## src/eeprom_access_defines.vh

```
// Constants for the EEPROM access controller: I/O offsets, control bit positions, timing.
// Assumes an 8-bit I/O register port with separate write and read strobes.
`ifndef EEPROM_ACCESS_DEFINES_VH
`define EEPROM_ACCESS_DEFINES_VH
// ****************************************
// Register offsets (I/O space)
// ****************************************
`define EE_CONTROL_OFFSET 6'h1F
`define EE_DATA_OFFSET 6'h20
`define EE_ADDRESS_LOW_OFFSET 6'h21
`define EE_ADDRESS_HIGH_OFFSET 6'h22
// ****************************************
// Control bit positions
// ****************************************
`define READ_STROBE_BIT 0
`define WRITE_STROBE_BIT 1
`define MASTER_WRITE_ENABLE_BIT 2
`define READY_INTERRUPT_ENABLE_BIT 3
// ****************************************
// Timing and array address width
// ****************************************
`define MASTER_ENABLE_CYCLES 3'h4
`define WRITE_STALL_CYCLES 3'h2
`define READ_STALL_CYCLES 3'h4
`define WRITE_OSC_CYCLES 27072
`define ADDRESS_WIDTH 11
`endif

```

## src/rc_write_timer.v

```verilog
// Write access timer counting calibrated RC oscillator ticks.
// Assumes osc_tick is a one-cycle enable pulse from the oscillator divider.
`timescale 1ns/10ps
`include "eeprom_access_defines.vh"
module rc_write_timer #(
  parameter WRITE_OSC_CYCLES = `WRITE_OSC_CYCLES
)
(
  input wire clock,
  input wire rstn,
  input wire start,
  input wire osc_tick,
  output reg busy_r,
  output reg done_r
);
  localparam [15:0] LAST_TICK = WRITE_OSC_CYCLES - 1;
  reg [15:0] count_r;
  always @(posedge clock or negedge rstn)
  begin
    if (!rstn)
    begin
      busy_r <= 1'b0;
      count_r <= 16'h0000;
      done_r <= 1'b0;
    end
    else
    begin
      done_r <= 1'b0;
      if (start && !busy_r)
      begin
        busy_r <= 1'b1;
        count_r <= 16'h0000;
      end
      else if (busy_r && osc_tick)
      begin
        if (count_r == LAST_TICK)
        begin
          busy_r <= 1'b0;
          done_r <= 1'b1;
        end
        else
          count_r <= count_r + 16'h0001;
      end
    end
  end
endmodule // rc_write_timer

```

## src/cpu_stall_counter.v

```verilog
// Stall counter holding the CPU for a fixed number of cycles after an access.
// Assumes load is a one-cycle pulse and the CPU honours cpu_stall.
`timescale 1ns/10ps
module cpu_stall_counter (
  input wire clock,
  input wire rstn,
  input wire load,
  input wire [2:0] cycles,
  output reg stall_r
);
  reg [2:0] left_r;
  always @(posedge clock or negedge rstn)
  begin
    if (!rstn)
    begin
      left_r <= 3'h0;
      stall_r <= 1'b0;
    end
    else if (load)
    begin
      left_r <= cycles - 3'h1;
      stall_r <= 1'b1;
    end
    else if (left_r != 3'h0)
      left_r <= left_r - 3'h1;
    else
      stall_r <= 1'b0;
  end
endmodule // cpu_stall_counter

```

## src/eeprom_access_controller.v

```verilog
// EEPROM access controller: address, data and control registers on the CPU I/O port.
// Assumes a byte EEPROM array with one-cycle read and a level programming request.
`timescale 1ns/10ps
`include "eeprom_access_defines.vh"
module eeprom_access_controller #(
  parameter WRITE_OSC_CYCLES = `WRITE_OSC_CYCLES
)
(
  input wire clock,
  input wire rstn,
  input wire [5:0] io_addr,
  input wire io_write,
  input wire io_read,
  input wire [7:0] io_wdata,
  output reg [7:0] io_rdata_r,
  input wire global_interrupt_flag,
  input wire flash_program_busy,
  input wire osc_tick,
  input wire large_array,
  output reg ready_irq_r,
  output wire cpu_stall,
  output reg [10:0] array_addr_r,
  output reg [7:0] array_wdata_r,
  output reg array_program_r,
  output reg array_read_r,
  input wire [7:0] array_rdata
);
  // ****************************************
  // Registers
  // ****************************************
  reg [10:0] ee_address_r;
  reg [7:0] ee_data_r;
  reg ready_interrupt_enable_r;
  reg master_write_enable_r;
  reg [2:0] mwe_count_r;
  reg read_pending_r;
  reg [3:0] ctrl_wdata;
  reg write_start;
  reg read_start;
  wire timer_busy;
  wire timer_done;
  wire stall_w;
  wire stall_r;
  wire write_strobe;
  wire ctrl_wr;
  assign ctrl_wr = io_write && (io_addr == `EE_CONTROL_OFFSET);
  // Strobe is the timer's own busy flag, so it survives a CPU reset only if
  // the timer is reset by power-on; here both share rstn, a known limitation.
  assign write_strobe = timer_busy;
  assign cpu_stall = stall_w | stall_r;
  // ****************************************
  // Strobe decode
  // ****************************************
  always @*
  begin
    ctrl_wdata = io_wdata[3:0];
    write_start = ctrl_wr && ctrl_wdata[`WRITE_STROBE_BIT] && master_write_enable_r
                  && !timer_busy && !flash_program_busy;
    read_start = ctrl_wr && ctrl_wdata[`READ_STROBE_BIT] && !timer_busy;
  end
  rc_write_timer #(
    .WRITE_OSC_CYCLES(WRITE_OSC_CYCLES)
  ) u_timer (
    .clock(clock),
    .rstn(rstn),
    .start(write_start),
    .osc_tick(osc_tick),
    .busy_r(timer_busy),
    .done_r(timer_done)
  );
  cpu_stall_counter u_wstall (
    .clock(clock),
    .rstn(rstn),
    .load(write_start),
    .cycles(`WRITE_STALL_CYCLES),
    .stall_r(stall_w)
  );
  cpu_stall_counter u_rstall (
    .clock(clock),
    .rstn(rstn),
    .load(read_start),
    .cycles(`READ_STALL_CYCLES),
    .stall_r(stall_r)
  );
  // ****************************************
  // Register writes and array control
  // ****************************************
  always @(posedge clock or negedge rstn)
  begin
    if (!rstn)
    begin
      ee_address_r <= 11'h000;
      ee_data_r <= 8'h00;
      ready_interrupt_enable_r <= 1'b0;
      master_write_enable_r <= 1'b0;
      mwe_count_r <= 3'h0;
      read_pending_r <= 1'b0;
      array_addr_r <= 11'h000;
      array_wdata_r <= 8'h00;
      array_program_r <= 1'b0;
      array_read_r <= 1'b0;
    end
    else
    begin
      array_read_r <= 1'b0;
      read_pending_r <= 1'b0;
      if (io_write && !timer_busy && io_addr == `EE_ADDRESS_LOW_OFFSET)
        ee_address_r[7:0] <= io_wdata;
      if (io_write && !timer_busy && io_addr == `EE_ADDRESS_HIGH_OFFSET)
        ee_address_r[10:8] <= {io_wdata[2] & large_array, io_wdata[1:0]};
      if (io_write && io_addr == `EE_DATA_OFFSET)
        ee_data_r <= io_wdata;
      if (ctrl_wr)
        ready_interrupt_enable_r <= ctrl_wdata[`READY_INTERRUPT_ENABLE_BIT];
      // Master enable window
      if (ctrl_wr && ctrl_wdata[`MASTER_WRITE_ENABLE_BIT] && !master_write_enable_r)
      begin
        master_write_enable_r <= 1'b1;
        mwe_count_r <= `MASTER_ENABLE_CYCLES - 3'h1;
      end
      else if (write_start)
        master_write_enable_r <= 1'b0;
      else if (master_write_enable_r)
      begin
        if (mwe_count_r == 3'h0)
          master_write_enable_r <= 1'b0;
        else
          mwe_count_r <= mwe_count_r - 3'h1;
      end
      if (write_start)
      begin
        array_addr_r <= ee_address_r;
        array_wdata_r <= ee_data_r;
        array_program_r <= 1'b1;
      end
      else if (timer_done)
        array_program_r <= 1'b0;
      if (read_start)
      begin
        array_addr_r <= ee_address_r;
        array_read_r <= 1'b1;
        read_pending_r <= 1'b1;
      end
      // Array returns data in the same cycle that array_read_r is high; a CPU data write
      // in the same cycle loses to the fetched byte.
      if (read_pending_r)
        ee_data_r <= array_rdata;
    end
  end
  // ****************************************
  // Read mux and interrupt
  // ****************************************
  always @(posedge clock or negedge rstn)
  begin
    if (!rstn)
    begin
      io_rdata_r <= 8'h00;
      ready_irq_r <= 1'b0;
    end
    else
    begin
      // Waits for the array request to drop too, so no irq while programming ends
      ready_irq_r <= ready_interrupt_enable_r && global_interrupt_flag && !write_strobe && !array_program_r;
      io_rdata_r <= 8'h00;
      if (io_read)
      begin
        case (io_addr)
          `EE_CONTROL_OFFSET:
            io_rdata_r <= {4'h0, ready_interrupt_enable_r, master_write_enable_r, write_strobe, 1'b0};
          `EE_DATA_OFFSET:
            io_rdata_r <= ee_data_r;
          `EE_ADDRESS_LOW_OFFSET:
            io_rdata_r <= ee_address_r[7:0];
          `EE_ADDRESS_HIGH_OFFSET:
            io_rdata_r <= {5'h00, ee_address_r[10:8]};
          default:
            io_rdata_r <= 8'h00;
        endcase
      end
    end
  end
endmodule // eeprom_access_controller

```

## config.mk

```make
export PLATFORM = sky130hd
export DESIGN_NAME = eeprom_access_controller
export DESIGN_NICKNAME = d
export VERILOG_FILES = /design/src/rc_write_timer.v /design/src/cpu_stall_counter.v /design/src/eeprom_access_controller.v
export VERILOG_INCLUDE_DIRS = /design/src
export SDC_FILE = /design/constraint.sdc
export NUM_CORES = 1
export LEC_CHECK = 0
export BUFFER_PORTS_ARGS = -buffer_cell sky130_fd_sc_hd__buf_2
export CELL_PAD_IN_SITES_DETAIL_PLACEMENT = 0
export CELL_PAD_IN_SITES_GLOBAL_PLACEMENT = 1
export CORE_MARGIN = 3
export CORE_UTILIZATION = 40
export CTS_CLUSTER_SIZE = 40
export DETAILED_ROUTE_END_ITERATION = 8
export PLACE_DENSITY = 0.76
export SYNTH_ARGS = -nofsm -noshare
export SYNTH_HDL_FRONTEND = slang
export SYNTH_SLANG_ARGS = --single-unit
```

## constraint.sdc

```tcl
create_clock -name clock -period 1.9 [get_ports clock]
set_input_delay 0.38 -clock clock [delete_from_list [all_inputs] [get_ports clock]]
set_output_delay 0.38 -clock clock [all_outputs]
set_load 0.05 [all_outputs]
```

### After elaboration in Yosys (flattened, before gate mapping)

Index checks and enable logic that the tools add are counted.

* add/sub/neg operators: 4
* equal/unequal tests: 10
* muxes and demuxes: 34
* bitwise logic cells: 2
* reductions and logical operators: 36

Operators by type and width (count)
* $mux W16: 3
* $pmux W8 S4: 1
* $mux W3: 8
* $mux W8: 3
* $mux W11: 2
* $eq A6 B6 Y1 const B: 3
* $logic_and A1 B1 Y1: 18
* $mux W1: 17
* $add A16 B1 Y16 const B: 1
* $eq A16 B15 Y1 const B: 1
* $reduce_bool A2 Y1: 8
* $sub A3 B1 Y3 const B: 3
* $ne A2 B2 Y1 const B: 4
* $eq A6 B5 Y1 const B: 1
* $reduce_bool A3 Y1: 2
* $logic_not A1 Y1: 4
* $reduce_and A2 Y1: 2
* $logic_not A3 Y1: 1
* $reduce_and A3 Y1: 1
* $ne A2 B1 Y1 const B: 1
* $and A1 B1 Y1: 1
* $or A1 B1 Y1: 1

* register bits after elaboration: 80
* input bits: 30
* word-level logic and storage cells: 105

### Longest topological paths before layout

Gate-level depths: netlist (run 1).

* word-level depth: 9
* gate-level depth with buffers: 7
* gate-level depth less buffers: 5

### Modules after synthesis

From an unflattened synthesis (run 1), not the netlist that was laid out.

* cells, all modules: 327
* area, all modules: 3772.4 um2

By module, submodules not included
* eeprom_access_controller: instances 1, cells an instance 185, area each 2337.2 um2, seq. area each 1351.3 um2
* rc_write_timer: instances 1, cells an instance 102, area each 1012.2 um2, seq. area each 450.4 um2
* cpu_stall_counter: instances 2, cells an instance 20, area each 211.5 um2, seq. area each 100.1 um2

### Worst setup path before layout (run 1)

OpenSTA, ideal clock, no wires.

* kind: reg2reg
* from: register u_timer.count_r[10]
* to: register u_timer.count_r[10]
* setup time: 0.126 ns
* data arrival time: 1.993 ns
* slack: -0.219 ns
* cell stages (with the launch flop): 6
* period minus slack after synthesis: 2.119 ns
* path through: dfrtp_1 -> or4_4 -> or4_4 -> buf_6 -> o2111a_1 -> a221o_1

* cells in the longest elaborated chain, start to end: 4

Ends and longest elaborated chain
* start: declaration: line rc_write_timer.v:17 `reg [15:0] count_r;`
* start signal: assignment: line rc_write_timer.v:42 `count_r <= count_r + 16'h0001;`
* $add A16 B1 Y16: line rc_write_timer.v:42
* $mux W16: line rc_write_timer.v:36 `if (count_r == LAST_TICK)`
* $mux W16: line rc_write_timer.v:34 `else if (busy_r && osc_tick)`
* $mux W16: line rc_write_timer.v:29 `if (start && !busy_r)`

Several ways; a longest one is shown, not always the timed one. The select of a mux whose other input is x is not followed.
A chain may end at the register's enable or synchronous reset.

### Worst setup path in the final report (run 1)

* from: register u_timer.count_r[12]
* to: register u_timer.count_r[10]

* cells in the longest elaborated chain, start to end: 3

Ends and longest elaborated chain (line)
* $eq A16 B15 Y1: rc_write_timer.v:36
* $ne A2 B1 Y1 (no source line)
* $reduce_and A2 Y1 (no source line)

No other way between the ends.

==> PnR_summary.wiki, run 1 <==
{| class="wikitable"
! Metric !! Value
|-
| Largest vdd supply drop || 0.502 mV
|-
| Number of hold violations in the final report || 0
|-
| HPWL after detailed placement || 6290 microns
|-
| Proportion of layout cells with a drive suffix above 1 || 0.341
|-
| Routed WL per cell || 15.6 microns
|-
| Required time reported for the critical path endpoint || 2.13 ns
|-
| Flop-to-flop setup slack || -0.07 ns
|-
| Area of placed instances || 4370 sq um
|-
| FF-to-FF End || u_timer.count_r[10]$_DFFE_PN0P_
|-
| Number of remaining DRC errors || 0
|-
| Design Area, Final || 4620 sq um
|-
| Measured slew at the worst slew-check pin || 0.488 ns
|-
| Comb power frac || 0.165
|-
| DRT antenna net count || 0
|-
| Utilization after layout || 0.520
|-
| Power share of the clock group || 0.332
|-
| Hold Slack || 0.230 ns
|-
| Type of the setup path with the least slack || reg -> reg
|-
| Max incr delay on CP || 0.55 ns
|-
| Final slew viol count || 0
|-
| First-pass iteration count of the detailed router || 4
|-
| Gate family responsible for the most delay along the worst path || simple AND/OR/NAND/NOR gates
|-
| Final worst path period need || 1.97 ns
|-
| Post-synthesis net count || 372
|-
| Starting density of the core || 0.420
|-
| Highest fanout seen on the critical path || 5
|-
| Total number of yosys warnings || 0
|-
| Leakage power || 2.34 nW
|-
| Total inserted antenna cells || 0
|-
| CP Data Arrival Time || 2.20 ns
|-
| Overflow left after global routing || 0
|-
| Startpoint of the most critical setup path || u_timer.count_r[12]$_DFFE_PN0P_
|-
| Antenna violations before repair || 0
|-
| Drt first-iter violations || 71
|-
| Mean area per synthesized cell || 11.1 sq um
|-
| Final WL || 8390 microns
|-
| Number of enable flip-flop cells after synthesis || 0
|-
| Series of cell instances along the critical path || or4_4 -> or4_4 -> o2111a_1 -> a221o_1
|-
| Global-route wire length before repair || 13,800 microns
|-
| Count of state elements after synthesis || 80
|-
| H-tree depth reported by CTS || 3
|-
| Crit share post-route || 1.04
|-
| TritonCTS clock tree || done
|-
| Capture point of the critical path || u_timer.count_r[10]$_DFFE_PN0P_
|-
| Max Buffers Root-to-Sink || 2
|-
| Final setup skew || 0.0136 ns
|-
| Maximum frequency from static timing analysis || 507 MHz
|-
| Violated checks || setup timing
|-
| Kind of start point of the critical path || flop
|-
| Worst reg2reg path startpoint || u_timer.count_r[12]$_DFFE_PN0P_
|-
| Nets || 463
|-
| Die footprint || 10,500 sq um
|-
| Buffers & Inverters on Critical Path || 0
|-
| Internal power || 2.84 mW
|-
| Most used flip-flop cell after synthesis || sky130_fd_sc_hd__dfrtp_1
|-
| Fraction of power spent switching nets || 0.293
|-
| Horiz. Die Dim || 103 microns
|-
| Number of clock buffers inserted by TritonCTS || 9
|-
| Routed vias || 2,837
|-
| Path depth of the worst reg2reg path || 4
|-
| Asr flop ratio synth || 1.00
|-
| Top cell types by occurrence after synthesis || sky130_fd_sc_hd__dfrtp_1 (80), sky130_fd_sc_hd__nand2_1 (53), sky130_fd_sc_hd__mux2_2 (27)
|-
| I/O pins || 61
|-
| Library cell occupying the most area in the post-synthesis netlist || sky130_fd_sc_hd__dfrtp_1
|-
| # port buffers || 60
|-
| Placeable Area || 8890 sq um
|-
| Setup-violating endpoint count in the final report || 5
|-
| Number of distinct standard cells referenced by the synthesized netlist || 51
|-
| Result of the run || complete, but fails checks
|-
| Final Wtd Congestion || 0.838
|-
| Largest net degree at the start of global routing || 40
|-
| Area share of the largest cell type after synthesis || 0.536
|-
| Accumulated negative setup slack || -0.208 ns
|-
| Vert. Die Dim || 103 microns
|-
| Clk sinks || 80
|-
| Number of violations of the max-capacitance limit || 0
|-
| Cell with the largest stage delay on the worst path || sky130_fd_sc_hd__or4_4
|-
| Count of cell instances traversed by the critical path || 4
|-
| Worst max-slew margin expressed relative to the limit || 0.675
|-
| Hold/Removal Path Class || in -> reg
|-
| Via count of the first global-routing pass || 2,793
|-
| Placement row count || 34
|-
| Clock Latency Late Sink || 0.36 ns
|-
| Slack of the critical path || -0.0711 ns
|-
| Fraction of the yosys area taken by sequential cells || 0.536
|-
| Area growth from synthesis to layout || 23.8%
|-
| Most prevalent standard cell on the critical path || sky130_fd_sc_hd__or4_4
|-
| Power per cell area || 868 nW/um^2
|-
| Most frequent cell after synthesis || sky130_fd_sc_hd__dfrtp_1
|-
| Cell count after synthesis || 335
|-
| Post-placement worst setup slack || -0.0553 ns
|-
| Sequential share of power || 0.503
|-
| Leading cell types by total area after synthesis || sky130_fd_sc_hd__dfrtp_1 (54%), sky130_fd_sc_hd__mux2_2 (8.1%), sky130_fd_sc_hd__nand2_1 (5.3%)
|-
| Net switching power || 1.18 mW
|-
| Unrepaired setup endpoints after global routing || yes
|-
| Via density || 5.26
|-
| Clock slew at the register clock pins of the worst setup and hold paths || 0.10 ns
|-
| Worst Setup End Kind || flop
|-
| Global-route total usage across every layer || 0.170
|-
| Clock root buffer || sky130_fd_sc_hd__clkbuf_8
|-
| Count of cells along the worst hold path || 3
|-
| Total standard cell area after synthesis || 3730 sq um
|}
[worst reg2reg max path, cell delays in order (launching register included)]
cell,delay [ns]
sky130_fd_sc_hd__dfrtp_1,0.39
sky130_fd_sc_hd__or4_4,0.55
sky130_fd_sc_hd__or4_4,0.49
sky130_fd_sc_hd__o2111a_1,0.17
sky130_fd_sc_hd__a221o_1,0.25
[cell type report]
| class | instances | area [sq um] |
|---|---|---|
| fill | 802 | 4270 |
| sequential | 80 | 2000 |
| multi-input combinational | 230 | 1660 |
| timing repair buffer | 93 | 569 |
| tap | 108 | 135 |
| clock buffer | 9 | 124 |
| clock inverter | 7 | 85.1 |
| inverter | 12 | 45.0 |
[metrics by stage]
step                total power [mW]  instances
floorplan                       2.49        335
global placement                2.68        521
detailed placement              2.71        521
CTS                             4.05        538
global route                    4.24        539
finish                          4.01        539
[logic make-up (layout without fill, tap and decap cells)]
kind of cell               Yosys count  count (layout)  synth area share
and+or+nand+nor                    129             129             0.182
DFF                                 80              80             0.536
AOI/OAI and AO/OA                   46              46            0.0925
muxes                               46              46             0.132
buffers and inverters               25             121            0.0282
adders and majority gates            7               7            0.0235
xor gates and xnor gates             2               2           0.00469
[power groups by stage]
stage	clock, mW	sequential [mW]	combinational (mW)
detailed placement	0	2.04	0.666
floorplan	0	2.03	0.455
global route	1.44	2.04	0.764
finish	1.33	2.02	0.663
global placement	0	2.04	0.635
CTS	1.36	2.02	0.672
[sequential cells by signal, indices dropped and copies added, names as in the netlist]
register	count
u_rstall.stall_r	1
ready_interrupt_enable_r	1
u_timer.busy_r	1
u_wstall.stall_r	1
read_pending_r	1
array_program_r	1
ready_irq_r	1
u_wstall.left_r	3
array_wdata_r	8
mwe_count_r	3
ee_address_r	11
u_timer.count_r	16
ee_data_r	8
array_addr_r	11
u_rstall.left_r	3
master_write_enable_r	1
io_rdata_r	8
u_timer.done_r	1
[layout by cell type, fill, tap and decap left out, drive strengths merged, types with 2 or more instances in the layout]
| master | netlist | final |
|---|---|---|
| buf | 5 | 92 |
| dfrtp | 80 | 80 |
| nand2 | 53 | 53 |
| mux2 | 27 | 27 |
| mux2i | 19 | 19 |
| inv | 12 | 16 |
| nor2 | 14 | 14 |
| o21ai | 10 | 10 |
| nand3 | 10 | 10 |
| clkbuf | 8 | 9 |
| nor2b | 8 | 8 |
| nand4 | 7 | 7 |
| ha | 7 | 7 |
| or4 | 7 | 7 |
| a21oi | 6 | 6 |
| o31ai | 5 | 5 |
| and4 | 4 | 4 |
| and3 | 4 | 4 |
| nor4 | 4 | 4 |
| and2 | 3 | 3 |
| a22oi | 3 | 3 |
| nand2b | 3 | 3 |
| o2111a | 3 | 3 |
| nor4b | 3 | 3 |
| nor3b | 2 | 2 |
| a21boi | 2 | 2 |
| a21o | 2 | 2 |
| a311o | 2 | 2 |
| a211oi | 2 | 2 |
| a31oi | 2 | 2 |
| xnor2 | 2 | 2 |
| a221o | 2 | 2 |
| a211o | 2 | 2 |
| clkinvlp | 0 | 2 |
[worst min-delay path by stage]
stage,start,endpoint
after floorplan,rstn,array_addr_r[0]$_DFFE_PN0P_
after global placement,rstn,u_timer.count_r[9]$_DFFE_PN0P_
after detailed placement,rstn,u_timer.count_r[9]$_DFFE_PN0P_
after CTS,array_rdata[6],ee_data_r[6]$_DFFE_PN0P_
after global routing,array_rdata[6],ee_data_r[6]$_DFFE_PN0P_
final,array_rdata[6],ee_data_r[6]$_DFFE_PN0P_
[repair_timing]
| action | 4_1_cts | 5_1_grt |
|---|---|---|
| endpoints found under the setup margin | 6 | 12 |
| endpoints found under the hold margin | 20 | 0 |
| buffers inserted | 0 | 1 |
| pin swaps | 1 | 3 |
| hold buffers | 1 | 0 |
| resized for setup | 1 | 4 |
[routing by layer]
layer	vias to the layer above	GRT usage	wire [microns]
met5	-	0	0
met4	0	0.0555	131
met1	1386	0.238	4150
li1	1387	-	-
met2	54	0.262	3830
met3	10	0.0399	284
Note: power is estimated with default switching activity, not from simulation.
==> run 2, diff against run 1 <==
- CTS_CLUSTER_DIAMETER: default -> 30
- CTS_CLUSTER_SIZE: 40 -> 10
- TNS_END_PERCENT: default -> 10
==> run 2 against run 1 <==
  * The flow still finishes with violations (setup timing)
  * Core utilization decreased by 0.15 points
  * Register-to-register slack barely moved
  * Worst setup slack got worse by 0.011 ns
  * Critical path depth is the same
  * Clock power hardly changed
  * Fmax down 0.57%
  * Worst hold slack lost 0.0052 ns
  * Clock-buffer cell count is the same
  * Critical endpoint unchanged
==> PnR_summary.wiki, run 2 (same netlist as run 1, synthesis figures left out) <==
{| class="wikitable"
! Metric !! Value
|-
| Result of the run || complete, but fails checks
|-
| Violated checks || setup timing
|-
| Max incr delay on CP || 0.58 ns (+0.03 ns)
|-
| Worst reg2reg path startpoint || u_timer.count_r[12]$_DFFE_PN0P_
|-
| H-tree depth reported by CTS || 3 (unchanged)
|-
| Cell total after placement || 520 (-0.19%)
|-
| Hold/Removal Path Class || in -> reg
|-
| DRT antenna net count || 0 (unchanged)
|-
| Most prevalent standard cell on the critical path || sky130_fd_sc_hd__or4_4
|-
| Number of remaining DRC errors || 0 (unchanged)
|-
| # port buffers || 60 (unchanged)
|-
| Largest vdd supply drop || 0.579 mV (+15%)
|-
| Setup-violating endpoint count in the final report || 9 (+4)
|-
| Type of the setup path with the least slack || reg -> reg
|-
| Antenna violations before repair || 0 (unchanged)
|-
| Slack of the critical path || -0.0825 ns (-0.0114 ns)
|-
| Register containing the most flip-flops in the final layout || u_timer.count_r
|-
| Power per cell area || 865 nW/um^2 (-0.33%)
|-
| Layout Cells excl Fill || 537 (-0.37%)
|-
| Overflow left after global routing || 0 (unchanged)
|-
| Kind of start point of the critical path || flop
|-
| Routed vias || 2,841 (+0.14%)
|-
| Series of cell instances along the critical path || or4_4 -> or4_4 -> o2111a_1 -> a221o_1
|-
| Final Wtd Congestion || 0.827 (-1.3%)
|-
| Multi-input combinational cell area || 1670 sq um (+0.23%)
|-
| Horiz. Die Dim || 103 microns (unchanged)
|-
| Number of violations of the max-capacitance limit || 0 (unchanged)
|-
| Final Total Pwr || 3.99 mW (-0.63%)
|-
| Total inserted antenna cells || 0 (unchanged)
|-
| Maximum frequency from static timing analysis || 504 MHz (-0.57%)
|-
| Via count of the first global-routing pass || 2,860 (+2.4%)
|-
| Nets || 461 (-0.43%)
|-
| Post CTS Setup Buffer Count || 0 (unchanged)
|-
| Drt first-iter violations || 126 (+77%)
|-
| Leading registers by flop count || u_timer.count_r x16, array_addr_r x11, ee_address_r x11
|-
| Worst max-slew margin expressed relative to the limit || 0.677 (+0.00238)
|-
| Area growth from synthesis to layout || 23.5%
|-
| Number of clock buffers inserted by TritonCTS || 9 (unchanged)
|-
| Clock slew at the register clock pins of the worst setup and hold paths || 0.10 ns (about the same)
|-
| Via density || 5.29 (+0.51%)
|-
| Number of hold violations in the final report || 0 (unchanged)
|-
| Cell with the largest stage delay on the worst path || sky130_fd_sc_hd__or4_4
|-
| First-pass iteration count of the detailed router || 4 (unchanged)
|-
| Crit share post-route || 1.04 (+0.00598)
|-
| Max Buffers Root-to-Sink || 2 (unchanged)
|-
| Placement row count || 34 (unchanged)
|-
| Clock root buffer || sky130_fd_sc_hd__clkbuf_8
|-
| Global-route wire length before repair || 14,100 microns (+2.1%)
|-
| Proportion of layout cells with a drive suffix above 1 || 0.338 (-0.00307)
|-
| Required time reported for the critical path endpoint || 2.13 ns (about the same)
|-
| Clock Latency Late Sink || 0.35 ns (about the same)
|-
| HPWL after detailed placement || 6160 microns (-2.0%)
|-
| Fillcell total || 812 (+1.2%)
|-
| Area used by sequential logic in the layout || 2000 sq um (unchanged)
|-
| Hold Slack || 0.225 ns (-0.00518 ns)
|-
| Final setup skew || 0.0140 ns (+0.000426 ns)
|-
| Worst Setup End Kind || flop
|-
| Placeable Area || 8890 sq um (unchanged)
|-
| Final WL || 8540 microns (+1.8%)
|-
| Global-route total usage across every layer || 0.172 (+0.00176)
|-
| CP Data Arrival Time || 2.21 ns (about the same)
|-
| Start point of the worst min-delay path || array_rdata[6]
|-
| Unrepaired setup endpoints after global routing || yes
|-
| Highest-count cells in the layout ignoring fill and taps || sky130_fd_sc_hd__dfrtp_1 (80), sky130_fd_sc_hd__buf_2 (59), sky130_fd_sc_hd__nand2_1 (52)
|-
| Max reg flops || 16 (unchanged)
|-
| TritonCTS clock tree || done
|-
| I/O pins || 61 (unchanged)
|-
| Final slew viol count || 0 (unchanged)
|-
| Most common library cell in the layout ignoring fill and taps || sky130_fd_sc_hd__dfrtp_1
|-
| Final worst path period need || 1.98 ns (+0.0114 ns)
|-
| Die footprint || 10,500 sq um (unchanged)
|-
| Measured slew at the worst slew-check pin || 0.485 ns (-0.00357 ns)
|-
| Leakage power || 2.33 nW (-0.26%)
|-
| Post-placement worst setup slack || -0.107 ns (-0.0513 ns)
|-
| Utilization after layout || 0.518 (-0.00155)
|-
| Routed WL per cell || 15.9 microns (+2.1%)
|-
| Startpoint of the most critical setup path || u_timer.count_r[12]$_DFFE_PN0P_
|-
| Clk sinks || 80 (unchanged)
|-
| Largest net degree at the start of global routing || 69 (+73%)
|-
| Highest fanout seen on the critical path || 5 (unchanged)
|-
| Starting density of the core || 0.420 (unchanged)
|-
| Vert. Die Dim || 103 microns (unchanged)
|}
## run 2: per-layer routing
layer | up-vias | track usage | share of wire
met2 | 52 | 0.270 | 0.47
li1 | 1381 | - | -
met5 | - | 0 | 0
met1 | 1401 | 0.233 | 0.49
met4 | 0 | 0.0676 | 0.011
met3 | 7 | 0.0365 | 0.037
## run 2: final cells by class
cell class | instances | share of cell area
tap | 108 | 0.0293
clock buffer | 9 | 0.0269
sequential | 80 | 0.434
clock inverter | 7 | 0.0171
multi-input combinational | 230 | 0.361
inverter | 12 | 0.00977
timing repair buffer | 91 | 0.121
## run 2: final timing paths
kind                                                   endpoint  slack [ns]  depth (start not counted)
worst max-delay path            u_timer.count_r[10]$_DFFE_PN0P_       -0.08                          4
worst min-delay path                   ee_data_r[6]$_DFFE_PN0P_        0.23                          3
worst max register to register  u_timer.count_r[10]$_DFFE_PN0P_       -0.08                          4
worst min register to register      array_program_r$_DFFE_PN0P_        0.43                          1
max in group asynchronous            u_timer.busy_r$_DFFE_PN0P_        0.89                          3
min in group asynchronous       u_timer.count_r[11]$_DFFE_PN0P_        0.41                          2
## run 2: power by group
group,switching [mW],leakage (nW),total [mW],internal (mW)
sequential,0.127,1.08,2.01,1.89
clock,0.688,0.104,1.31,0.622
combinational,0.351,1.15,0.662,0.311
total,1.17,2.33,3.99,2.82
## run 2: timing repair
item / CTS / global route
hold buffers: 1 / 0
setup endpoints to repair: 11 / 14
pin swaps: 1 / 1
resized for setup: 1 / 7
endpoints found under the hold margin: 12 / 0
## run 2: worst max-delay path: cells and delay by family, from the launching register on
| family | cells | cell delay [ns] |
|---|---|---|
| flip-flops | 1 | 0.38 |
| AO/OA/AOI/OAI | 2 | 0.42 |
| AND/OR/NAND/NOR | 2 | 1.07 |
## run 2: per-stage QoR
stage | cell area, sq um | setup TNS (ns)
after floorplan | 3730 | -1.08
after global placement | 4350 | -1.28
after detailed placement | 4350 | -1.76
after CTS | 4570 | -0.392
after global routing | 4610 | -1.15
final | 4610 | -0.383
==> run 3, diff against run 2 <==
- ABC_AREA: default -> 1
- CORE_UTILIZATION: 40 -> 38
- REMOVE_ABC_BUFFERS: default -> 1
==> run 3 against run 2 <==
  * The run now ends clean
  * Flip-flop and latch count unchanged
  * Clock-buffer cell count up 1
  * Sequential share of layout area is 0.30 points lower
  * Power decreased by 6.7%
  * Combinational power decreased by 23%
  * Worst setup slack gained 0.22 ns
  * Via count rose by 16%
  * First-iteration DRC count increased by 35%
  * Synthesized cell count up 44%
  * Worst hold slack better by 0.016 ns
  * Die area grew 9.7%
  * Critical path type is now reg -> out
  * Highest routed layer unchanged
==> PnR_summary.wiki, run 3 <==
{| class="wikitable"
! Metric !! Value
|-
| Result of the run || complete, no violations
|-
| Routed vias || 3,306 (+16%)
|-
| Fillcell total || 987 (+22%)
|-
| Max Buffers Root-to-Sink || 2 (unchanged)
|-
| Post CTS Setup Buffer Count || 0 (unchanged)
|-
| Clk sinks || 80 (unchanged)
|-
| Library cell occupying the most area in the post-synthesis netlist || sky130_fd_sc_hd__dfrtp_1
|-
| Placeable Area || 9910 sq um (+11%)
|-
| Met3 wire length || 364 microns (+14%)
|-
| Count of cell instances traversed by the critical path || 1 (-3)
|-
| Power per cell area || 802 nW/um^2 (-7.3%)
|-
| # port buffers || 60 (unchanged)
|-
| Worst max-slew margin expressed relative to the limit || 0.646 (-0.0307)
|-
| Power share of the clock group || 0.341 (+0.012)
|-
| Overflow left after global routing || 0 (unchanged)
|-
| Most common library cell in the layout ignoring fill and taps || sky130_fd_sc_hd__nand2_1
|-
| Hold Slack || 0.241 ns (+0.0161 ns)
|-
| Crit share post-route || 0.930 (-0.114)
|-
| Die footprint || 11,500 sq um (+9.7%)
|-
| Nets || 594 (+29%)
|-
| Flop-to-flop setup slack || 0.24 ns (+0.32 ns)
|-
| Via density || 4.77 (-9.8%)
|-
| Starting density of the core || 0.395 (-0.0252)
|-
| Max incr delay on CP || 0.67 ns (+0.09 ns)
|-
| Final worst path period need || 1.77 ns (-0.216 ns)
|-
| Comb power frac || 0.137 (-0.029)
|-
| Routed WL per cell || 13.7 microns (-14%)
|-
| Proportion of layout cells with a drive suffix above 1 || 0.186 (-0.152)
|-
| Buffers & Inverters on Critical Path || 1 (+1)
|-
| Area used by sequential logic in the layout || 2000 sq um (unchanged)
|-
| Number of clock buffers inserted by TritonCTS || 9 (unchanged)
|-
| Final WL || 9520 microns (+11%)
|-
| Cell total after placement || 678 (+30%)
|-
| Antenna violations before repair || 0 (unchanged)
|-
| Placement row count || 36 (+5.9%)
|-
| Total number of yosys warnings || 0 (unchanged)
|-
| Internal power || 2.68 mW (-4.9%)
|-
| Top cell types by occurrence after synthesis || sky130_fd_sc_hd__nand2_1 (127), sky130_fd_sc_hd__dfrtp_1 (80), sky130_fd_sc_hd__inv_1 (64)
|-
| Utilization after layout || 0.468 (-0.0500)
|-
| Leakage power || 2.49 nW (+6.5%)
|-
| Clock slew at the register clock pins of the worst setup and hold paths || 0.09 ns (about the same)
|-
| Count of cells along the worst hold path || 3 (unchanged)
|-
| Register containing the most flip-flops in the final layout || u_timer.count_r
|-
| Area growth from synthesis to layout || 18.7%
|-
| TritonCTS clock tree || done
|-
| Vert. Die Dim || 107 microns (+4.7%)
|-
| Number of violations of the max-capacitance limit || 0 (unchanged)
|-
| Net switching power || 1.04 mW (-11%)
|-
| Global-route wire length before repair || 16,200 microns (+16%)
|-
| Final Wtd Congestion || 0.864 (+4.5%)
|-
| Area of placed instances || 4430 sq um (+1.8%)
|-
| Final slew viol count || 0 (unchanged)
|-
| Final Total Pwr || 3.72 mW (-6.7%)
|-
| Number of enable flip-flop cells after synthesis || 0 (unchanged)
|-
| Leading cell types by total area after synthesis || sky130_fd_sc_hd__dfrtp_1 (51%), sky130_fd_sc_hd__nand2_1 (12%), sky130_fd_sc_hd__inv_1 (6.1%)
|-
| Kind of start point of the critical path || flop
|-
| Required time reported for the critical path endpoint || 1.52 ns (-0.61 ns)
|-
| Setup-violating endpoint count in the final report || 0 (-9)
|-
| Fraction of power spent switching nets || 0.279 (-0.0134)
|-
| Count of state elements after synthesis || 80 (unchanged)
|-
| Post-placement worst setup slack || 0.0702 ns (+0.177 ns)
|-
| Highest-count cells in the layout ignoring fill and taps || sky130_fd_sc_hd__nand2_1 (127), sky130_fd_sc_hd__dfrtp_1 (80), sky130_fd_sc_hd__inv_1 (64)
|-
| Slack of the critical path || 0.134 ns (+0.216 ns)
|-
| Length of routed wiring on met1 || 4600 microns (+11%)
|-
| Most used flip-flop cell after synthesis || sky130_fd_sc_hd__dfrtp_1
|-
| Fraction of the yosys area taken by sequential cells || 0.512 (-0.0244)
|-
| Max reg flops || 16 (unchanged)
|-
| Via count of the first global-routing pass || 3,317 (+16%)
|-
| Total inserted antenna cells || 0 (unchanged)
|-
| Gate family responsible for the most delay along the worst path || flip-flops
|-
| Multi-input combinational cell area || 1580 sq um (-5.0%)
|-
| Routed wl met2 || 4430 microns (+11%)
|-
| HPWL after detailed placement || 7150 microns (+16%)
|-
| Highest fanout seen on the critical path || 12 (+7)
|-
| Global-route total usage across every layer || 0.178 (+0.00598)
|-
| Sequential share of power || 0.522 (+0.017)
|-
| Leading registers by flop count || u_timer.count_r x16, array_addr_r x11, ee_address_r x11
|-
| Measured slew at the worst slew-check pin || 0.528 ns (+0.0431 ns)
|-
| Hold/Removal Path Class || in -> reg
|-
| Uppermost routed layer || met4
|-
| Asr flop ratio synth || 1.00 (unchanged)
|-
| Worst Setup End Kind || primary output
|-
| Total standard cell area after synthesis || 3910 sq um (+4.8%)
|-
| Final setup skew || 0.0109 ns (-0.00310 ns)
|-
| Design Area, Final || 4640 sq um (+0.71%)
|-
| Largest vdd supply drop || 0.326 mV (-44%)
|-
| DRT antenna net count || 0 (unchanged)
|-
| Area share of the largest cell type after synthesis || 0.512 (-0.0244)
|-
| Series of cell instances along the critical path || buf_2
|-
| Clock Latency Late Sink || 0.35 ns (about the same)
|-
| Unrepaired setup endpoints after global routing || no
|-
| Horiz. Die Dim || 107 microns (+4.7%)
|-
| Path depth of the worst reg2reg path || 7 (+3)
|-
| Cell with the largest stage delay on the worst path || sky130_fd_sc_hd__dfrtp_1
|-
| Largest net degree at the start of global routing || 29 (-58%)
|-
| Cell count after synthesis || 481 (+44%)
|-
| Most frequent cell after synthesis || sky130_fd_sc_hd__nand2_1
|-
| Mean area per synthesized cell || 8.13 sq um (-27%)
|-
| Maximum frequency from static timing analysis || 566 MHz (+12%)
|-
| H-tree depth reported by CTS || 3 (unchanged)
|-
| CP Data Arrival Time || 1.39 ns (-0.82 ns)
|-
| First-pass iteration count of the detailed router || 4 (unchanged)
|-
| Clock root buffer || sky130_fd_sc_hd__clkbuf_8
|-
| Number of distinct standard cells referenced by the synthesized netlist || 31 (-39%)
|-
| Accumulated negative setup slack || 0 ns (+0.383 ns)
|-
| Number of hold violations in the final report || 0 (unchanged)
|-
| Drt first-iter violations || 170 (+35%)
|-
| Layout Cells excl Fill || 693 (+29%)
|-
| I/O pins || 61 (unchanged)
|-
| Type of the setup path with the least slack || reg -> out
|-
| Number of remaining DRC errors || 0 (unchanged)
|}
## run 3: cell count changes after synthesis, moves of 7 or more
cell / before / now
sky130_fd_sc_hd__inv_1: 12 / 64
sky130_fd_sc_hd__nand3_1: 10 / 45
sky130_fd_sc_hd__mux2_2: 27 / 3
sky130_fd_sc_hd__mux2i_1: 19 / 1
sky130_fd_sc_hd__nor2b_1: 8 / 0
sky130_fd_sc_hd__nor3_1: 1 / 8
sky130_fd_sc_hd__nor2_1: 14 / 49
sky130_fd_sc_hd__o21ai_0: 9 / 35
sky130_fd_sc_hd__nand2_1: 53 / 127
## run 3: cell families (layout without fill, tap and decap cells)
kind of cell	Yosys count	in the layout	share of synthesized area
AOI/OAI and AO/OA	54	54	0.0771
buffers and inverters	78	157	0.0845
and+or+nand+nor	250	250	0.275
DFF	80	80	0.512
adders and majority gates	7	7	0.0224
xor gates and xnor gates	8	8	0.0179
muxes	4	4	0.0112
## run 3: per-layer routing
layer,vias up,global-route usage
met5,-,0
met4,0,0.0532
met3,8,0.0378
met2,64,0.285
met1,1546,0.243
li1,1688,-
## run 3: worst paths after layout
check | from | to
min in group asynchronous | rstn | u_timer.count_r[11]$_DFFE_PN0P_
worst max register to register | u_timer.count_r[1]$_DFFE_PN0P_ | u_timer.count_r[0]$_DFFE_PN0P_
max in group asynchronous | rstn | io_rdata_r[6]$_DFF_PN0_
worst max-delay path | read_pending_r$_DFF_PN0_ | array_read_r
worst min-delay path | array_rdata[1] | ee_data_r[1]$_DFFE_PN0P_
worst min register to register | u_timer.done_r$_DFF_PN0_ | array_program_r$_DFFE_PN0P_
## run 3: repair_timing
item,in CTS,in global routing
hold buffers,1,0
gates resized for setup,0,1
endpoints found under the hold margin,24,0
endpoints found under the setup margin,0,6
## run 3: layout make-up
| type | instances | share of cell area |
|---|---|---|
| sequential | 80 | 0.431 |
| multi-input combinational | 323 | 0.341 |
| timing repair buffer | 78 | 0.0976 |
| inverter | 65 | 0.0526 |
| tap | 133 | 0.0359 |
| clock buffer | 10 | 0.0297 |
| clock inverter | 4 | 0.0119 |
## run 3: power groups by stage
stage | Sequential [mW] | Combinational, mW | Clock (mW)
floorplan | 1.95 | 0.358 | 0
CTS | 1.94 | 0.521 | 1.30
finish | 1.94 | 0.511 | 1.27
global route | 1.97 | 0.601 | 1.38
detailed placement | 1.97 | 0.517 | 0
global placement | 1.97 | 0.499 | 0
